**src/rtl/ibf_pkg.sv**
```systemverilog
// package: register map, field layout, reset values and types of the i2c flag block
// assumes: a 32-bit apb register bus, one word per register
package ibf_pkg;

    localparam int unsigned OWN_W        = 10;
    localparam int unsigned DATA_W       = 32;

    // register byte offsets
    localparam logic [7:0]  OFF_CTRL     = 8'h00;
    localparam logic [7:0]  OFF_STATUS   = 8'h04;

    // control register fields
    localparam int unsigned CTRL_RUN     = 0;
    localparam int unsigned CTRL_MODE10  = 1;
    localparam int unsigned CTRL_COMPAT  = 2;
    localparam int unsigned CTRL_OWN_LSB = 16;

    // status register fields
    localparam int unsigned STAT_BUSY    = 0;
    localparam int unsigned STAT_MATCH   = 1;

    // reset values
    localparam logic             RST_RUN    = 1'h0;
    localparam logic             RST_MODE10 = 1'h0;
    localparam logic             RST_COMPAT = 1'h1;
    localparam logic [OWN_W-1:0] RST_OWN    = 10'h000;
    localparam logic             RST_FLAG   = 1'h0;

    // ten-bit address header pattern and last bit index of a byte
    localparam logic [4:0]  HDR10        = 5'h1E;
    localparam logic [2:0]  LAST_BIT     = 3'h7;

    typedef enum logic [1:0] {SEL_NONE, SEL_CTRL, SEL_STAT} ibf_sel_e;

    typedef enum logic [2:0] {
        RX_IDLE, RX_ADDR1, RX_ACK1, RX_ADDR2, RX_ACK2, RX_DATA, RX_DACK, RX_SKIP
    } ibf_rx_e;

endpackage

```
**src/rtl/ibf_cond_if.sv**
```systemverilog
// interface: bus conditions seen on the two-wire bus, detector to flag logic
// assumes: all signals are one-cycle pulses on pclk except sda_bit
`timescale 1ns/1ns
interface ibf_cond_if;
    logic start;
    logic stop;
    logic scl_rise;
    logic scl_fall;
    logic sda_bit;

    modport det  (output start, output stop, output scl_rise, output scl_fall, output sda_bit);
    modport cons (input start, input stop, input scl_rise, input scl_fall, input sda_bit);
endinterface

```
**src/rtl/ibf_cond_det.sv**
```systemverilog
// module: synchronises scl and sda and reports start, stop and clock edges
// assumes: pins are asynchronous to pclk; scl is far slower than pclk
`timescale 1ns/1ns
module ibf_cond_det (
    input wire logic pclk,
    input wire logic presetn,
    input wire logic ce,
    input wire logic enable,
    input wire logic scl_pin,
    input wire logic sda_pin,
    ibf_cond_if.det  cond
);

    logic scl_m;
    logic scl_s;
    logic scl_q;
    logic sda_m;
    logic sda_s;
    logic sda_q;
    logic next_scl_m;
    logic next_scl_s;
    logic next_scl_q;
    logic next_sda_m;
    logic next_sda_s;
    logic next_sda_q;

    // ----------------------------------------------------------------
    // two-stage synchronisers and previous sample
    // ----------------------------------------------------------------
    // the pipeline keeps running while disabled so no false edge appears at enable
    always_comb begin
        next_scl_m = ce ? scl_pin : scl_m;
        next_scl_s = ce ? scl_m   : scl_s;
        next_scl_q = ce ? scl_s   : scl_q;
        next_sda_m = ce ? sda_pin : sda_m;
        next_sda_s = ce ? sda_m   : sda_s;
        next_sda_q = ce ? sda_s   : sda_q;
    end

    always_ff @(posedge pclk or negedge presetn) begin
        if (!presetn) begin
            scl_m <= 1'h1;
            scl_s <= 1'h1;
            scl_q <= 1'h1;
            sda_m <= 1'h1;
            sda_s <= 1'h1;
            sda_q <= 1'h1;
        end else begin
            scl_m <= next_scl_m;
            scl_s <= next_scl_s;
            scl_q <= next_scl_q;
            sda_m <= next_sda_m;
            sda_s <= next_sda_s;
            sda_q <= next_sda_q;
        end
    end

    // ----------------------------------------------------------------
    // conditions, blind while held in reset
    // ----------------------------------------------------------------
    assign cond.start    = ce & enable & scl_s & scl_q & sda_q & ~sda_s;
    assign cond.stop     = ce & enable & scl_s & scl_q & ~sda_q & sda_s;
    assign cond.scl_rise = ce & enable & scl_s & ~scl_q;
    assign cond.scl_fall = ce & enable & ~scl_s & scl_q;
    assign cond.sda_bit  = sda_s;

endmodule

```
**src/rtl/ibf_flags.sv**
```systemverilog
// module: i2c bus-busy and addressed-as-slave flags with an apb register file
// assumes: apb master on pclk; scl and sda arrive as open-drain pin levels
//
// Notes on behaviour
// - start sets busy flag, stop clears it
// - held in reset, no conditions; busy holds
// - after release busy holds until first condition
// - busy reads zero from power-up
// - own address match sets matched flag
// - standard mode: stop or other address clears
// - compat 7-bit: nack, stop, repeated start clear
// - compat 7-bit: other address keeps flag
// - compat 10-bit: nack, stop, other address clear
// - compat 10-bit: repeated start keeps flag
// - cleared flag ends slave acknowledging, except the 10-bit header acknowledge
//
// The APB register port and the register addresses were decided locally.
`timescale 1ns/1ns
module ibf_flags #(
    parameter int unsigned ADDR_W = 8
) (
    input  wire logic              pclk,
    input  wire logic              presetn,
    input  wire logic              ce,
    input  wire logic              psel,
    input  wire logic              penable,
    input  wire logic              pwrite,
    input  wire logic [ADDR_W-1:0] paddr,
    input  wire logic [31:0]       pwdata,
    output logic      [31:0]       prdata,
    output logic                   pready,
    output logic                   pslverr,
    input  wire logic              scl_pin,
    input  wire logic              sda_pin,
    output logic                   sda_out,
    output logic                   sda_oe
);

    if (ADDR_W < 3 || ADDR_W > 32) begin : g_chk
        $error("ibf_flags: ADDR_W must lie in 3..32");
    end

    localparam int unsigned OW = ibf_pkg::OWN_W;

    logic                 run;
    logic                 mode10;
    logic                 compat;
    logic [OW-1:0]        own;
    logic                 next_run;
    logic                 next_mode10;
    logic                 next_compat;
    logic [OW-1:0]        next_own;
    logic [31:0]          next_prdata;
    logic                 busy;
    logic                 match;
    logic                 next_busy;
    logic                 next_match;
    ibf_pkg::ibf_rx_e     state;
    ibf_pkg::ibf_rx_e     next_state;
    logic [2:0]           cnt;
    logic [2:0]           next_cnt;
    logic [6:0]           sh;
    logic [6:0]           next_sh;
    logic                 rw;
    logic                 next_rw;
    logic                 hit;
    logic                 next_hit;
    logic                 next_oe;
    logic                 set_m;
    logic                 clr_m;
    logic                 mismatch;
    logic                 nack;
    logic [7:0]           byte_v;
    logic                 acc;
    ibf_pkg::ibf_sel_e    sel;

    ibf_cond_if c ();

    ibf_cond_det ibf_cond_det_inst (
        .pclk    (pclk),
        .presetn (presetn),
        .ce      (ce),
        .enable  (run),
        .scl_pin (scl_pin),
        .sda_pin (sda_pin),
        .cond    (c.det)
    );

    // ----------------------------------------------------------------
    // apb slave: zero wait states, error on unmapped offsets
    // ----------------------------------------------------------------
    function automatic ibf_pkg::ibf_sel_e reg_sel(input logic [ADDR_W-1:0] a);
        if (a == ADDR_W'(ibf_pkg::OFF_CTRL)) begin
            return ibf_pkg::SEL_CTRL;
        end else if (a == ADDR_W'(ibf_pkg::OFF_STATUS)) begin
            return ibf_pkg::SEL_STAT;
        end
        return ibf_pkg::SEL_NONE;
    endfunction

    assign sel     = reg_sel(paddr);
    assign acc     = psel & penable;
    assign pready  = 1'h1;
    assign pslverr = acc & (sel == ibf_pkg::SEL_NONE);
    assign sda_out = 1'h0;

    always_comb begin
        next_run    = run;
        next_mode10 = mode10;
        next_compat = compat;
        next_own    = own;
        next_prdata = prdata;
        if (ce && acc && pwrite && sel == ibf_pkg::SEL_CTRL) begin
            next_run    = pwdata[ibf_pkg::CTRL_RUN];
            next_mode10 = pwdata[ibf_pkg::CTRL_MODE10];
            next_compat = pwdata[ibf_pkg::CTRL_COMPAT];
            next_own    = pwdata[ibf_pkg::CTRL_OWN_LSB +: OW];
        end
        // status writes fall through untouched
        if (ce && psel && !penable && !pwrite) begin
            next_prdata = '0;
            unique case (sel)
                ibf_pkg::SEL_CTRL: begin
                    next_prdata[ibf_pkg::CTRL_RUN]             = run;
                    next_prdata[ibf_pkg::CTRL_MODE10]          = mode10;
                    next_prdata[ibf_pkg::CTRL_COMPAT]          = compat;
                    next_prdata[ibf_pkg::CTRL_OWN_LSB +: OW]   = own;
                end
                ibf_pkg::SEL_STAT: begin
                    next_prdata[ibf_pkg::STAT_BUSY]  = busy;
                    next_prdata[ibf_pkg::STAT_MATCH] = match;
                end
                ibf_pkg::SEL_NONE: begin
                    next_prdata = '0;
                end
            endcase
        end
    end

    always_ff @(posedge pclk or negedge presetn) begin
        if (!presetn) begin
            run    <= ibf_pkg::RST_RUN;
            mode10 <= ibf_pkg::RST_MODE10;
            compat <= ibf_pkg::RST_COMPAT;
            own    <= ibf_pkg::RST_OWN;
            prdata <= '0;
        end else begin
            run    <= next_run;
            mode10 <= next_mode10;
            compat <= next_compat;
            own    <= next_own;
            prdata <= next_prdata;
        end
    end

    // ----------------------------------------------------------------
    // address receiver
    // ----------------------------------------------------------------
    assign byte_v = {sh, c.sda_bit};

    always_comb begin
        next_state = state;
        next_cnt   = cnt;
        next_sh    = sh;
        next_rw    = rw;
        next_hit   = hit;
        set_m      = 1'h0;
        mismatch   = 1'h0;
        nack       = 1'h0;
        if (c.stop) begin
            next_state = ibf_pkg::RX_IDLE;
        end else if (c.start) begin
            next_state = ibf_pkg::RX_ADDR1;
            next_cnt   = '0;
            next_hit   = 1'h0;
        end else if (c.scl_rise) begin
            next_sh  = byte_v[6:0];
            next_cnt = cnt + 3'h1;
            unique case (state)
                ibf_pkg::RX_IDLE, ibf_pkg::RX_SKIP: begin
                    next_cnt = '0;
                end
                ibf_pkg::RX_ADDR1: begin
                    if (cnt == ibf_pkg::LAST_BIT) begin
                        next_rw = byte_v[0];
                        if (mode10) begin
                            // header: high address bits; a read header needs a prior match
                            if (byte_v[7:3] == ibf_pkg::HDR10 && byte_v[2:1] == own[9:8]
                                && (!byte_v[0] || match)) begin
                                next_hit   = 1'h1;
                                next_state = ibf_pkg::RX_ACK1;
                            end else begin
                                mismatch   = 1'h1;
                                next_state = ibf_pkg::RX_SKIP;
                            end
                        end else if (byte_v[7:1] == own[6:0]) begin
                            set_m      = 1'h1;
                            next_hit   = 1'h1;
                            next_state = ibf_pkg::RX_ACK1;
                        end else begin
                            mismatch   = 1'h1;
                            next_state = ibf_pkg::RX_SKIP;
                        end
                    end
                end
                ibf_pkg::RX_ACK1: begin
                    next_cnt   = '0;
                    next_state = (mode10 && !rw) ? ibf_pkg::RX_ADDR2 : ibf_pkg::RX_DATA;
                end
                ibf_pkg::RX_ADDR2: begin
                    if (cnt == ibf_pkg::LAST_BIT) begin
                        if (byte_v == own[7:0]) begin
                            set_m      = 1'h1;
                            next_state = ibf_pkg::RX_ACK2;
                        end else begin
                            mismatch   = 1'h1;
                            next_state = ibf_pkg::RX_SKIP;
                        end
                    end
                end
                ibf_pkg::RX_ACK2: begin
                    next_cnt   = '0;
                    next_state = ibf_pkg::RX_DATA;
                end
                ibf_pkg::RX_DATA: begin
                    if (cnt == ibf_pkg::LAST_BIT) begin
                        next_state = ibf_pkg::RX_DACK;
                    end
                end
                ibf_pkg::RX_DACK: begin
                    next_cnt   = '0;
                    nack       = c.sda_bit;
                    next_state = c.sda_bit ? ibf_pkg::RX_SKIP : ibf_pkg::RX_DATA;
                end
            endcase
        end
    end

    // acknowledge slot opens at the falling edge after a byte, closes at the next
    always_comb begin
        next_oe = sda_oe;
        if (c.start || c.stop) begin
            next_oe = 1'h0;
        end else if (c.scl_fall) begin
            next_oe = (state == ibf_pkg::RX_ACK1 && hit)
                    | (state == ibf_pkg::RX_ACK2 && match)
                    | (state == ibf_pkg::RX_DACK && !rw && match);
        end
    end

    // ----------------------------------------------------------------
    // status flags
    // ----------------------------------------------------------------
    always_comb begin
        clr_m = c.stop
              | (c.start && busy && compat && !mode10)
              | (nack && compat)
              | (mismatch && (mode10 || !compat));
        next_match = set_m ? 1'h1 : (clr_m ? 1'h0 : match);
        next_busy  = c.start ? 1'h1 : (c.stop ? 1'h0 : busy);
    end

    always_ff @(posedge pclk or negedge presetn) begin
        if (!presetn) begin
            state  <= ibf_pkg::RX_IDLE;
            cnt    <= '0;
            sh     <= '0;
            rw     <= 1'h0;
            hit    <= 1'h0;
            sda_oe <= 1'h0;
            busy   <= ibf_pkg::RST_FLAG;
            match  <= ibf_pkg::RST_FLAG;
        end else begin
            state  <= next_state;
            cnt    <= next_cnt;
            sh     <= next_sh;
            rw     <= next_rw;
            hit    <= next_hit;
            sda_oe <= next_oe;
            busy   <= next_busy;
            match  <= next_match;
        end
    end
endmodule

```
**config.mk**
```make
export PLATFORM = sky130hd
export DESIGN_NAME = ibf_flags
export DESIGN_NICKNAME = d
export VERILOG_FILES = /design/src/rtl/ibf_pkg.sv /design/src/rtl/ibf_cond_if.sv /design/src/rtl/ibf_cond_det.sv /design/src/rtl/ibf_flags.sv
export SDC_FILE = /design/constraint.sdc
export NUM_CORES = 1
export LEC_CHECK = 0
export BUFFER_PORTS_ARGS = -buffer_cell sky130_fd_sc_hd__buf_2
export CELL_PAD_IN_SITES_DETAIL_PLACEMENT = 1
export CELL_PAD_IN_SITES_GLOBAL_PLACEMENT = 2
export CORE_UTILIZATION = 32
export DETAILED_ROUTE_END_ITERATION = 8
export MAX_ROUTING_LAYER = met4
export PLACE_DENSITY_LB_ADDON = 0.1
export SLEW_MARGIN = 20
export SYNTH_ARGS = -nofsm -noshare
export SYNTH_HDL_FRONTEND = slang
export SYNTH_HIERARCHICAL = 1
export SYNTH_SLANG_ARGS = --single-unit
export TNS_END_PERCENT = 5
```
**constraint.sdc**
```tcl
create_clock -name pclk -period 2.2 [get_ports pclk]
set_input_delay 0.22 -clock pclk [delete_from_list [all_inputs] [get_ports pclk]]
set_output_delay 0.22 -clock pclk [all_outputs]
set_load 0.01 [all_outputs]
```
==> results of run 1 <==
## logic make-up after synthesis
family	count (synthesis)	share of synthesized area (%)
simple gates	55	12.9
flops	50	47.1
compound gates	36	10.2
mux	31	14.3
buf+inv	31	8.41
xor+xnor	18	5.89
fa+ha+maj	2	0.935
other cells	2	0.281
## flip-flops by register name, summed over array words and instances, names as in the netlist
signal,count
prdata,13
own,10
sh,7
cnt,3
state,3
busy,1
compat,1
hit,1
ibf_cond_det_inst/cond.sda_bit,1
ibf_cond_det_inst/scl_m,1
ibf_cond_det_inst/scl_q,1
ibf_cond_det_inst/scl_s,1
ibf_cond_det_inst/sda_m,1
ibf_cond_det_inst/sda_q,1
match,1
mode10,1
run,1
rw,1
sda_oe,1
## layer usage
layer	GRT usage, %	share of wire [%]
met1	21.6	52
met5	-	0
met3	2.76	4.7
met2	22.0	42
met4	4.23	1.1
## worst register-to-register path, delay by kind of cell (launching register included)
family	cells	cell delay, ns
DFF	1	0.60
muxes	1	0.33
and+or+nand+nor	2	0.70
buffers and inverters	1	0.21
## cell usage in the layout, fill, tap and decap left out, drive strengths merged, types with 3 or more instances in the layout
master / count
clkbuf: 6
conb: 21
mux2i: 3
nor3: 4
nor3b: 3
nand4: 5
a22o: 13
o21ai: 3
dfstp: 7
nor2: 7
mux2: 28
nor2b: 4
nor4: 5
nand2: 12
xor2: 15
nand3: 8
dfrtp: 43
a21oi: 6
xnor2: 3
buf: 53
## final cells by class
class	count	share of cell area, %
timing repair buffer	54	10.2
sequential	50	41.0
tap	102	4.16
clock inverter	2	0.570
clock buffer	6	2.69
multi-input combinational	163	41.1
inverter	2	0.244
## repair_timing
item / 4_1_cts / 5_1_grt
hold endpoints to repair: 18 / 0
buffers inserted: 0 / 0
hold buffers: 1 / 0
## power groups by stage
stage	Sequential (mW)	Clock [mW]	Combinational, mW
after floorplan	0.987	0	0.0930
after global placement	0.993	0	0.133
after detailed placement	0.993	0	0.136
after CTS	0.977	0.614	0.138
after global routing	0.980	0.644	0.150
final	0.977	0.589	0.134
## stage by stage
| stage | worst slack, ns | std cells | util, % |
|---|---|---|---|
| 4_1_cts | 0.222 | 379 | 38.9 |
| 3_3_place_gp | 0.224 | 370 | 37.5 |
| 2_1_floorplan | 0.375 | 244 | - |
| 6_report | 0.261 | 379 | 38.9 |
| 5_1_grt | 0.0914 | 379 | 38.9 |
| 3_5_place_dp | 0.241 | 370 | 37.5 |
## worst min path at each step
stage | from | end | depth (start not counted)
after floorplan | presetn | busy | 0
after global placement | presetn | prdata[23] | 1
after detailed placement | presetn | prdata[23] | 1
after CTS | pwdata[23] | own[7] | 2
after global routing | pwdata[19] | own[3] | 2
final | pwdata[23] | own[7] | 2
==> impl_summary.md, run 1 <==
Power
VDD sags by at most 0.000268 V. Summed over all cells, the static leakage comes to 1.58 nW. Sequential cells account for 57.5% of the total power. Power spread over the standard cell area amounts to 554 nW/um^2. The internal portion of the total power is 1.27 mW. The power consumption is 1.70 mW.

The analysis attributes to net switching a power of 0.429 mW. In this run, the combinational gates consume 7.9% of the power. The net switching fraction of the power is 25.2%. Per report_power, the clock group accounts for 34.7% of the total.

Clocking
The H-tree level count is 2. Clock latency on the worst-skew pair, taken at its later pin, is 0.31 ns. The longest clock path from root to sink contains 2 buffers.

Post-CTS repair changed the size of 0 cells. The TritonCTS buffer count is 5. Counting every sink on the clock net gives 50.

The CTS tree is built. The tree is rooted in a sky130_fd_sc_hd__clkbuf_8. Clock-pin slew was measured on the worst setup and hold paths at 0.10 ns.

Logic synthesis
The mean instance size in the synthesized netlist is 11.9 um^2. The number of library cell types mapped by synthesis is 49. The number of synthesized flops with an enable pin is 0. By count the netlist is led by sky130_fd_sc_hd__dfrtp_1, sky130_fd_sc_hd__buf_4, sky130_fd_sc_hd__mux2_2. Ranked by total cell area, the synthesized netlist is headed by sky130_fd_sc_hd__dfrtp_1, sky130_fd_sc_hd__mux2_2, sky130_fd_sc_hd__dfstp_2. In the post-synthesis netlist, the cell with the most instances is sky130_fd_sc_hd__dfrtp_1. The number of synthesized register bits is 50. Summing every instance area after synthesis gives 2680 um^2.

After synthesis, flip-flops and latches occupy 47.1% of the total area. The prevailing post-synth register cell is sky130_fd_sc_hd__dfrtp_1. For this run, the number of Yosys warnings is 6. The top cell type by area accounts for 40.2% of the synthesized area. The dominant cell type by area after synthesis is sky130_fd_sc_hd__dfrtp_1.

The async set-reset flop share out of synthesis is 100%. The post-synthesis instance total is 225.

STA
Setup repair after global routing left no endpoint under its margin. The final number of hold-violating endpoints is 0. The clock period could shrink to 1.94 ns. Timing would allow up to 516 MHz.

The tightest hold path in the finished design has a slack of 0.132 ns. The worst pin sits at a relative slew slack of 61.2%. The count of final setup violators is 0.

The part of the cycle the worst path needs is 88.1%. On the final layout, the worst clock skew is 0.0117 ns. The slew at the pin closest to its max-slew limit is 0.581 ns. The summed negative setup slack over all endpoints is 0 ns. The count of final max-slew check failures is 0.

Finish
The net count of the finished layout is 326. In the final layout, flip-flops and latches occupy 1260 um^2. The final standard cell area without fillers is 3070 um^2. In the final layout, the share of cells above drive strength 1 is 38.3%.

The number of antenna diodes in the final layout is 0. Counting the fill cells in the layout gives 902. The area growth from synthesis to layout is 14.7%. In the final layout, the multi-input gates occupy 1260 um^2.

Place
Once placement finished, the instance area stood at 2960 um^2. The wire-length estimate of the detail-placed layout is 4.42 mm. Buffers placed on the I/O ports in this run total 43.

The routability congestion estimate is 0.785.

Critical path
The end of the worst register-to-register path is sh[2]. Walking the worst path, the cells encountered are and4b_1 -> nor3b_2 -> buf_4 -> mux2_2. The sort of element at the start of the critical path is a flip-flop.

The largest incremental delay on the critical path is 0.60 ns. The critical-path maximum fanout is 6. The critical path crosses 4 cells after its start point. The cell family contributing the most delay on the critical path is simple AND/OR/NAND/NOR gates.

For the worst setup path, the data arrival time is 2.14 ns. The critical path class is reg -> reg. The end point of the critical path is sh[2]. The worst reg-to-reg path cell count is 4. The launching instance or port of the critical path is ibf_cond_det_inst/scl_s. Counting both buffers and inverters, the worst setup path holds a total of 1.

Among all stages on the critical path, the largest delay is contributed by sky130_fd_sc_hd__dfstp_2. The minimum setup slack among reg-to-reg paths is 0.26 ns. The worst setup path is captured at a flip-flop. The worst endpoint required time is 2.40 ns. The worst register-to-register path begins at ibf_cond_det_inst/scl_s.

GRT
The first global-routing pass estimated 9.86 mm of wire. The number of antenna violations at the first check in global routing is 0. Entering global routing, the biggest net connects 28 pins. The number of global-route vias before repair is 1881. Across every metal layer, demand over resource in global routing totals 15.1%. The sum of overflow across all layers after global routing is 0.

Detailed routing
The DRC marker count from the first detailed-route iteration is 53. The detail route stage leaves a number of antenna-violating nets equal to 0. In the final routed layout, each cell accounts on average for 15.6 um. The ratio of routed vias to standard cells is 4.87. The via count is 1845.

The first detailed-routing pass took 4 iterations. The remaining design rule violation count is 0. The detailed-route wire length is 5.90 mm.

Status
The flow ran to the end, and the final reports show no timing, DRC or antenna violations.

Floorplanning
After floorplanning, the core was divided into 32 placement rows. In this run the standard cell core region covers 7890 um^2. The starting density of the core is 33.9%. The number of top-level pins is 84. The floorplan step defined a die boundary enclosing 8730 um^2. The height of the die is 93.5 um. The die is 93.5 um wide.

Run
Across the run, the number of max-cap violations was 0.

Hold path
In this run the worst hold path is classified as in -> reg.
(Power assumes the default switching activity.)
==> run 2: changes to the inputs <==
ABC_AREA = 1   (was unset)
CORE_UTILIZATION = 31   (was 32)
clock period = 2.51 ns   (was 2.2 ns; I/O delays follow)
==> impl_summary.md, run 2 <==
Logic synthesis
The total standard cell area after synthesis is 2800 um^2 (was 2680 um^2). The post-synthesis instance total is 366 (was 225). The proportion of netlist area held by the largest area contributor came to 38.4% (was 40.2%).

The share of synthesized area occupied by flip-flops and latches is 44.9% (was 47.1%). Leading post-synthesis cells by instance count: sky130_fd_sc_hd__nand2_1, sky130_fd_sc_hd__dfrtp_1, sky130_fd_sc_hd__inv_1 (was sky130_fd_sc_hd__dfrtp_1, sky130_fd_sc_hd__buf_4, sky130_fd_sc_hd__mux2_2). The prevailing post-synth register cell is sky130_fd_sc_hd__dfrtp_1 (unchanged). The number of synthesized flops with an enable pin is 0 (unchanged). The mean instance size in the synthesized netlist is 7.66 um^2 (was 11.9 um^2).

The async set-reset flop share out of synthesis came to 100% (unchanged). The number of synthesized register bits came to 50 (unchanged). The dominant cell type by area after synthesis is sky130_fd_sc_hd__dfrtp_1 (unchanged).

The number of library cell types mapped by synthesis is 34 (was 49). The number of synthesis warnings is 6 (unchanged). Main area contributors after synthesis: sky130_fd_sc_hd__dfrtp_1, sky130_fd_sc_hd__nand2_1, sky130_fd_sc_hd__dfstp_2 (was sky130_fd_sc_hd__dfrtp_1, sky130_fd_sc_hd__mux2_2, sky130_fd_sc_hd__dfstp_2). The most common cell in the netlist was sky130_fd_sc_hd__nand2_1 (was sky130_fd_sc_hd__dfrtp_1).

Power
The worst IR drop on VDD is 0.000214 V (was 0.000268 V). The net switching power figure came to 0.403 mW (was 0.429 mW). The sequential share of power was 57.5% (about the same).

The part of the power in combinational logic was 8.4% (was 7.9%). The cell-internal power is 1.08 mW (was 1.27 mW). The power per unit of standard cell area was 471 nW/um^2 (was 554 nW/um^2). The clock share of power is 34.1% (was 34.7%). The leakage power of the design was 1.70 nW (was 1.58 nW). The net switching fraction of the power came to 27.2% (was 25.2%).

Finish
The register ranked first by flip-flop count is prdata (unchanged). The net count of the finished layout is 461 (was 326). Registers with the most flip-flops: prdata: 13 flops, own: 10 flops, sh: 7 flops (unchanged). Most used cells in the layout excluding fill and tap cells: sky130_fd_sc_hd__nand2_1, sky130_fd_sc_hd__dfrtp_1, sky130_fd_sc_hd__buf_2 (was sky130_fd_sc_hd__dfrtp_1, sky130_fd_sc_hd__buf_2, sky130_fd_sc_hd__conb_1). The share of post-route cells with drive strength above 1 is 19.2% (was 38.3%). The layout overhead on the synthesized area is 12.2% (was 14.7%).

The flip-flop count of the largest register after layout is 13 (unchanged). The number of antenna repair diodes is 0 (unchanged). The final design utilization was 36.1% (was 38.9%). The library cell used most frequently in the layout, excluding fill and tap cells, is sky130_fd_sc_hd__nand2_1.

GRT
The sum of overflow across all layers after global routing is 0 (unchanged). The wire length of the first global-routing pass was 11.9 mm (was 9.86 mm). The global-route usage over all layers was 16.3% (was 15.1%). The pin count of the biggest net entering global routing is 27 (was 28). The number of global-route vias before repair is 2416 (was 1881). The number of antenna violations at the first check in global routing is 0 (unchanged).

Floorplanning
The placeable core region came to 8720 um^2 (was 7890 um^2). The starting density of the core is 32.2% (was 33.9%). The number of top-level pins is 84 (unchanged). The height of the die is 97.1 um (was 93.5 um). The total number of placement rows came to 34 (was 32).

The floorplan die area is 9430 um^2 (was 8730 um^2). The chip width is 97.1 um (was 93.5 um).

Detailed routing
The count of TritonRoute iterations in the first routing pass came to 4 (unchanged). The remaining design rule violation count is 0 (unchanged). The detailed-route wire length is 6.99 mm (was 5.90 mm).

The ratio of routed vias to standard cells was 4.51 (was 4.87). The routed length per placed instance is 13.4 um (was 15.6 um). The post-detailed-route count of antenna-violating nets was 0 (unchanged). The via count is 2346 (was 1845). The DRC marker count from the first detailed-route iteration came to 31 (was 53).

Status
Outcome: complete, no violations (unchanged).

Critical path
The sort of element at the end of the critical path is a flip-flop (unchanged). The largest incremental delay on the critical path is 0.62 ns (was 0.60 ns). Worst path cell trace: inv_1 -> nand2_1 -> nor2_1 -> inv_1 -> nand2_1 -> inv_2 -> nand2_4 -> buf_4 -> nor3_1 -> nor2_1 -> nand2_1 -> nand2_1 (was and4b_1 -> nor3b_2 -> buf_4 -> mux2_2). The sum of buffers and inverters on the critical path is 4 (was 1). The minimum setup slack among reg-to-reg paths is 0.71 ns (was 0.26 ns). The cell type with the highest occurrence count on the critical path is sky130_fd_sc_hd__nand2_1. The sort of element at the start of the critical path was a flip-flop (unchanged). The critical-path cell with the highest stage delay was sky130_fd_sc_hd__dfstp_2 (unchanged).

The data arrival time at the worst-slack endpoint is 2.01 ns (was 2.14 ns). The startpoint of the lowest-slack register-to-register path is ibf_cond_det_inst/cond.sda_bit (was ibf_cond_det_inst/scl_s). The largest delay contributor family on the critical path is simple AND/OR/NAND/NOR gates (unchanged). The worst reg-to-reg path cell count is 12 (was 4).

The critical-path maximum fanout was 15 (was 6). The end of the worst register-to-register path is match (was sh[2]). The critical path class was reg -> reg (unchanged). The worst endpoint required time is 2.72 ns (was 2.40 ns).

Place
The half-perimeter wire length after detailed placement is 5.48 mm (was 4.42 mm). The number of port buffers is 43 (unchanged). The routability congestion estimate is 0.785 (about the same).

The post-placement worst setup slack is 0.702 ns (was 0.241 ns).

Clocking
The worst-skew pair later-pin latency is 0.31 ns (about the same). The CTS tree was built (unchanged). The clock edge transition at the registers on the reported setup and hold paths was 0.10 ns (about the same). The H-tree level count is 2 (unchanged). The TritonCTS buffer count is 5 (unchanged). The buffer cell driving the clock tree root is sky130_fd_sc_hd__clkbuf_8 (unchanged).

The number of clock sinks is 50 (unchanged). The worst-case clock buffer depth is 2 (unchanged).

Hold path
The classification of the worst-slack hold path is in -> reg (unchanged). The end point of the most critical hold path is ibf_cond_det_inst/scl_m (was own[7]). The number of cells on the worst hold path came to 3 (was 2). The startpoint of the lowest-slack hold path is scl_pin (was pwdata[23]).

STA
The worst-case clock skew is 0.00661 ns (was 0.0117 ns). The count of final setup violators is 0 (unchanged). The worst setup margin is 0.713 ns (was 0.261 ns). The maximum operating frequency is 556 MHz (was 516 MHz). The slew at the pin closest to its max-slew limit is 0.562 ns (was 0.581 ns).

The part of the cycle the worst path needs is 71.6% (was 88.1%). Unrepaired setup endpoints after global routing: no (unchanged). The final number of hold-violating endpoints is 0 (unchanged). The summed negative setup slack over all endpoints came to 0 ns (unchanged). The count of final max-slew check failures is 0 (unchanged). The final critical-path required period is 1.80 ns (was 1.94 ns). The max-slew headroom at the worst pin came to 62.1% (was 61.2%).

Run
The max-capacitance violation count is 0 (unchanged).
## run 2: cell type report
class | count | area, um^2
inverters | 46 | 173
clock buffers | 5 | 68.8
multi-input cells | 259 | 1220
well taps | 108 | 135
clock inverters | 3 | 23.8
repair buffers | 49 | 263
flip-flops and latches | 50 | 1260
fillers | 1110 | 5580
## run 2: power groups by stage
| stage | combinational, mW | sequential, mW | clock, mW |
|---|---|---|---|
| 2_1_floorplan | 0.0844 | 0.866 | 0 |
| 3_5_place_dp | 0.126 | 0.867 | 0 |
| 3_3_place_gp | 0.124 | 0.867 | 0 |
| 5_1_grt | 0.145 | 0.856 | 0.551 |
| 4_1_cts | 0.128 | 0.852 | 0.529 |
| 6_report | 0.124 | 0.851 | 0.505 |
## run 2: layer usage
layer	track usage, %	routed length, um	vias to the layer above
met5	-	0	-
met4	3.79	53	0
met3	2.37	146	5
met2	27.2	3500	25
met1	20.9	3290	1112
li1	-	-	1204
## run 2: stage by stage
step           hold slack, ns  cells  area (um^2)  power, mW
2_1_floorplan         -0.0446    385         2880      0.950
3_3_place_gp            0.241    511         3040      0.991
3_5_place_dp            0.241    511         3040      0.993
4_1_cts                 0.138    520         3150       1.51
5_1_grt                 0.152    520         3150       1.55
6_report                0.147    520         3150       1.48
## run 2: logic make-up after synthesis
group,Yosys count,share of synthesized area (%)
AOI/OAI and AO/OA,50,9.82
xor gates and xnor gates,5,1.56
adders and majority gates,2,0.892
buffers and inverters,76,14.0
DFF,50,44.9
other,2,0.268
and+or+nand+nor,181,28.5
## run 2: what timing repair did
action / CTS / global route
resized for setup: 0 / 0
setup endpoints to repair: 0 / 0
setup buffers: 0 / 0
hold endpoints to repair: 19 / 0
hold buffers: 1 / 0
## run 2: worst reg2reg max path, stage by stage (launching register included)
cell and delay, ns:
sky130_fd_sc_hd__dfstp_2 0.62, sky130_fd_sc_hd__inv_1 0.07, sky130_fd_sc_hd__nand2_1 0.07, sky130_fd_sc_hd__nor2_1 0.07
sky130_fd_sc_hd__inv_1 0.09, sky130_fd_sc_hd__nand2_1 0.09, sky130_fd_sc_hd__inv_2 0.12, sky130_fd_sc_hd__nand2_4 0.06
sky130_fd_sc_hd__buf_4 0.19, sky130_fd_sc_hd__nor3_1 0.18, sky130_fd_sc_hd__nor2_1 0.06, sky130_fd_sc_hd__nand2_1 0.06
sky130_fd_sc_hd__nand2_1 0.04
## run 2: worst max-delay path by stage
stage | startpoint | end | slack, ns | cells past startpoint
2_1_floorplan | ibf_cond_det_inst/scl_s | match | 0.86 | 9
3_3_place_gp | ibf_cond_det_inst/cond.sda_bit | hit | 0.70 | 7
3_5_place_dp | ibf_cond_det_inst/cond.sda_bit | match | 0.70 | 12
4_1_cts | ibf_cond_det_inst/cond.sda_bit | match | 0.69 | 12
5_1_grt | ibf_cond_det_inst/scl_s | match | 0.53 | 11
6_report | ibf_cond_det_inst/cond.sda_bit | match | 0.71 | 12
==> run 3: changes to the inputs <==
CORE_UTILIZATION = 28   (was 31)
clock period = 1.7 ns   (was 2.51 ns; I/O delays follow)
==> impl_summary.md, run 3 (synthesized netlist as in run 2, its figures left out) <==
Detailed routing
The remaining design rule violation count is 0 (unchanged). The via count is 2446 (was 2346). The post-detailed-route count of antenna-violating nets came to 0 (unchanged).

The ratio of routed vias to standard cells is 4.40 (was 4.51). The DRC marker count from the first detailed-route iteration is 52 (was 31). The routed length per placed instance is 13.1 um (was 13.4 um). The detailed-route wire length is 7.29 mm (was 6.99 mm). The count of TritonRoute iterations in the first routing pass was 4 (unchanged).

Place
The instance area after placement came to 3150 um^2 (was 3040 um^2). The placed instance count is 545 (was 511). The number of port buffers is 43 (unchanged). The half-perimeter wire length after detailed placement is 5.65 mm (was 5.48 mm). The post-placement worst setup slack is 0.0206 ns (was 0.702 ns). The routability congestion estimate is 0.776 (was 0.785).

Critical path
The sort of element at the end of the critical path is a flip-flop (unchanged). The sort of element at the start of the critical path is a flip-flop (unchanged). The worst endpoint required time is 1.90 ns (was 2.72 ns). Worst path cell trace: nand4_1 -> nor2_2 -> inv_1 -> nand2_2 -> inv_2 -> nand2_4 -> inv_2 -> nand3_2 -> nor2_1 -> nor2_1 -> a21oi_1 (was inv_1 -> nand2_1 -> nor2_1 -> inv_1 -> nand2_1 -> inv_2 -> nand2_4 -> buf_4 -> nor3_1 -> nor2_1 -> nand2_1 -> nand2_1). The critical-path cell with the highest stage delay is sky130_fd_sc_hd__dfstp_2 (unchanged). The sum of buffers and inverters on the critical path is 3 (was 4). The critical-path maximum fanout is 4 (was 15). The largest delay contributor family on the critical path is simple AND/OR/NAND/NOR gates (unchanged). The critical path class is reg -> reg (unchanged). The data arrival time at the worst-slack endpoint is 1.81 ns (was 2.01 ns). The largest incremental delay on the critical path came to 0.56 ns (was 0.62 ns).

STA
The count of final max-slew check failures is 0 (unchanged). The maximum operating frequency was 622 MHz (was 556 MHz). The count of final setup violators is 0 (unchanged). The worst-case clock skew came to 0.0119 ns (was 0.00661 ns). The worst setup margin is 0.0929 ns (was 0.713 ns). The part of the cycle the worst path needs is 94.5% (was 71.6%). The summed negative setup slack over all endpoints is 0 ns (unchanged). Unrepaired setup endpoints after global routing: yes (was no). The final number of hold-violating endpoints is 0 (unchanged). The final critical-path required period came to 1.61 ns (was 1.80 ns). The worst hold margin is 0.0669 ns (was 0.147 ns).

Clocking
The H-tree level count is 2 (unchanged). The worst-case clock buffer depth is 2 (unchanged). The TritonCTS buffer count was 5 (unchanged).

The buffer cell driving the clock tree root is sky130_fd_sc_hd__clkbuf_8 (unchanged). The clock edge transition at the registers on the reported setup and hold paths was 0.10 ns (about the same). The number of clock sinks was 50 (unchanged). The CTS tree is built (unchanged). The worst-skew pair later-pin latency is 0.31 ns (about the same).

Finish
Registers with the most flip-flops: prdata: 13 flops, own: 10 flops, sh: 7 flops (unchanged). The share of post-route cells with drive strength above 1 was 23.4% (was 19.2%). Most used cells in the layout excluding fill and tap cells: sky130_fd_sc_hd__nand2_1, sky130_fd_sc_hd__dfrtp_1, sky130_fd_sc_hd__buf_2 (unchanged). The net count of the finished layout is 472 (was 461).

The final design utilization is 34.2% (was 36.1%). The total area of multi-input combinational cells came to 1250 um^2 (was 1220 um^2). The most common cell after layout, fill and taps aside is sky130_fd_sc_hd__nand2_1 (unchanged).

The flip-flop count of the largest register after layout is 13 (unchanged). The number of cells in the finished layout apart from fillers is 556 (was 520). The number of antenna repair diodes is 0 (unchanged). The register ranked first by flip-flop count is prdata (unchanged). The area taken by flip-flops and latches is 1260 um^2 (unchanged). The final standard cell area without fillers was 3330 um^2 (was 3150 um^2). The layout overhead on the synthesized area came to 18.6% (was 12.2%). The number of filler cells placed in the layout is 1216 (was 1110).

Power
The worst IR drop on VDD was 0.000295 V (was 0.000214 V). The power per unit of standard cell area is 702 nW/um^2 (was 471 nW/um^2). The leakage power of the design is 1.77 nW (was 1.70 nW). The power consumption came to 2.34 mW (was 1.48 mW).

Floorplanning
The total number of placement rows came to 36 (was 34). The number of top-level pins was 84 (unchanged). The floorplan die area is 10400 um^2 (was 9430 um^2).

The chip width is 102 um (was 97.1 um). The height of the die is 102 um (was 97.1 um). The placeable core region was 9730 um^2 (was 8720 um^2). The starting density of the core is 28.8% (was 32.2%).

Hold path
The classification of the worst-slack hold path is in -> reg (unchanged).

Run
The max-capacitance violation count is 0 (unchanged).

GRT
The global-route usage over all layers is 15.9% (was 16.3%). The pin count of the biggest net entering global routing is 27 (unchanged). The number of global-route vias before repair is 2498 (was 2416).

The sum of overflow across all layers after global routing is 0 (unchanged). The wire length of the first global-routing pass was 12.3 mm (was 11.9 mm). The number of antenna violations at the first check in global routing is 0 (unchanged).

Status
Outcome: complete, no violations (unchanged).
-- run 3: layout make-up --
class / instances / share of cell area [%]
repair buffers: 60 / 10.9
clock buffers: 5 / 2.07
flip-flops and latches: 50 / 37.9
well taps: 133 / 5.00
inverters: 46 / 5.19
multi-input cells: 259 / 37.6
clock inverters: 3 / 1.35
-- run 3: what timing repair did --
item                                   4_1_cts  5_1_grt
endpoints found under the hold margin       43        0
resized for setup                            0       11
buffers inserted                             0        2
setup endpoints to repair                    0       11
hold buffers                                 1        0
-- run 3: worst paths after layout --
check	startpoint	to	slack, ns	cells after the start
worst max-delay path	ibf_cond_det_inst/scl_s	rw	0.09	11
worst min-delay path	scl_pin	ibf_cond_det_inst/scl_m	0.07	3
worst max register to register	ibf_cond_det_inst/scl_s	rw	0.09	11
worst min register to register	ibf_cond_det_inst/sda_m	ibf_cond_det_inst/sda_m	0.48	2
max in group asynchronous	presetn	ibf_cond_det_inst/scl_q	1.00	3
min in group asynchronous	presetn	prdata[20]	0.38	3
-- run 3: report_power, final --
part	leakage (nW)	switching (mW)	internal, mW
registers	0.608	0.0223	1.23
clock network	0.0504	0.441	0.439
logic	1.11	0.129	0.0733
-- run 3: routing by layer --
metal	global-route usage (%)	vias up	part of all wire (%)
met5	-	-	0
met4	3.96	0	1.0
li1	-	1226	-
met1	19.9	1172	46
met3	2.60	8	3.2
met2	26.7	40	50
-- run 3: worst register-to-register path, cell delays in order (launching register included) --
cell and delay (ns):
sky130_fd_sc_hd__dfstp_2 0.56, sky130_fd_sc_hd__nand4_1 0.13, sky130_fd_sc_hd__nor2_2 0.17, sky130_fd_sc_hd__inv_1 0.07, sky130_fd_sc_hd__nand2_2 0.08, sky130_fd_sc_hd__inv_2 0.05, sky130_fd_sc_hd__nand2_4 0.08, sky130_fd_sc_hd__inv_2 0.06
sky130_fd_sc_hd__nand3_2 0.09, sky130_fd_sc_hd__nor2_1 0.06, sky130_fd_sc_hd__nor2_1 0.09, sky130_fd_sc_hd__a21oi_1 0.05
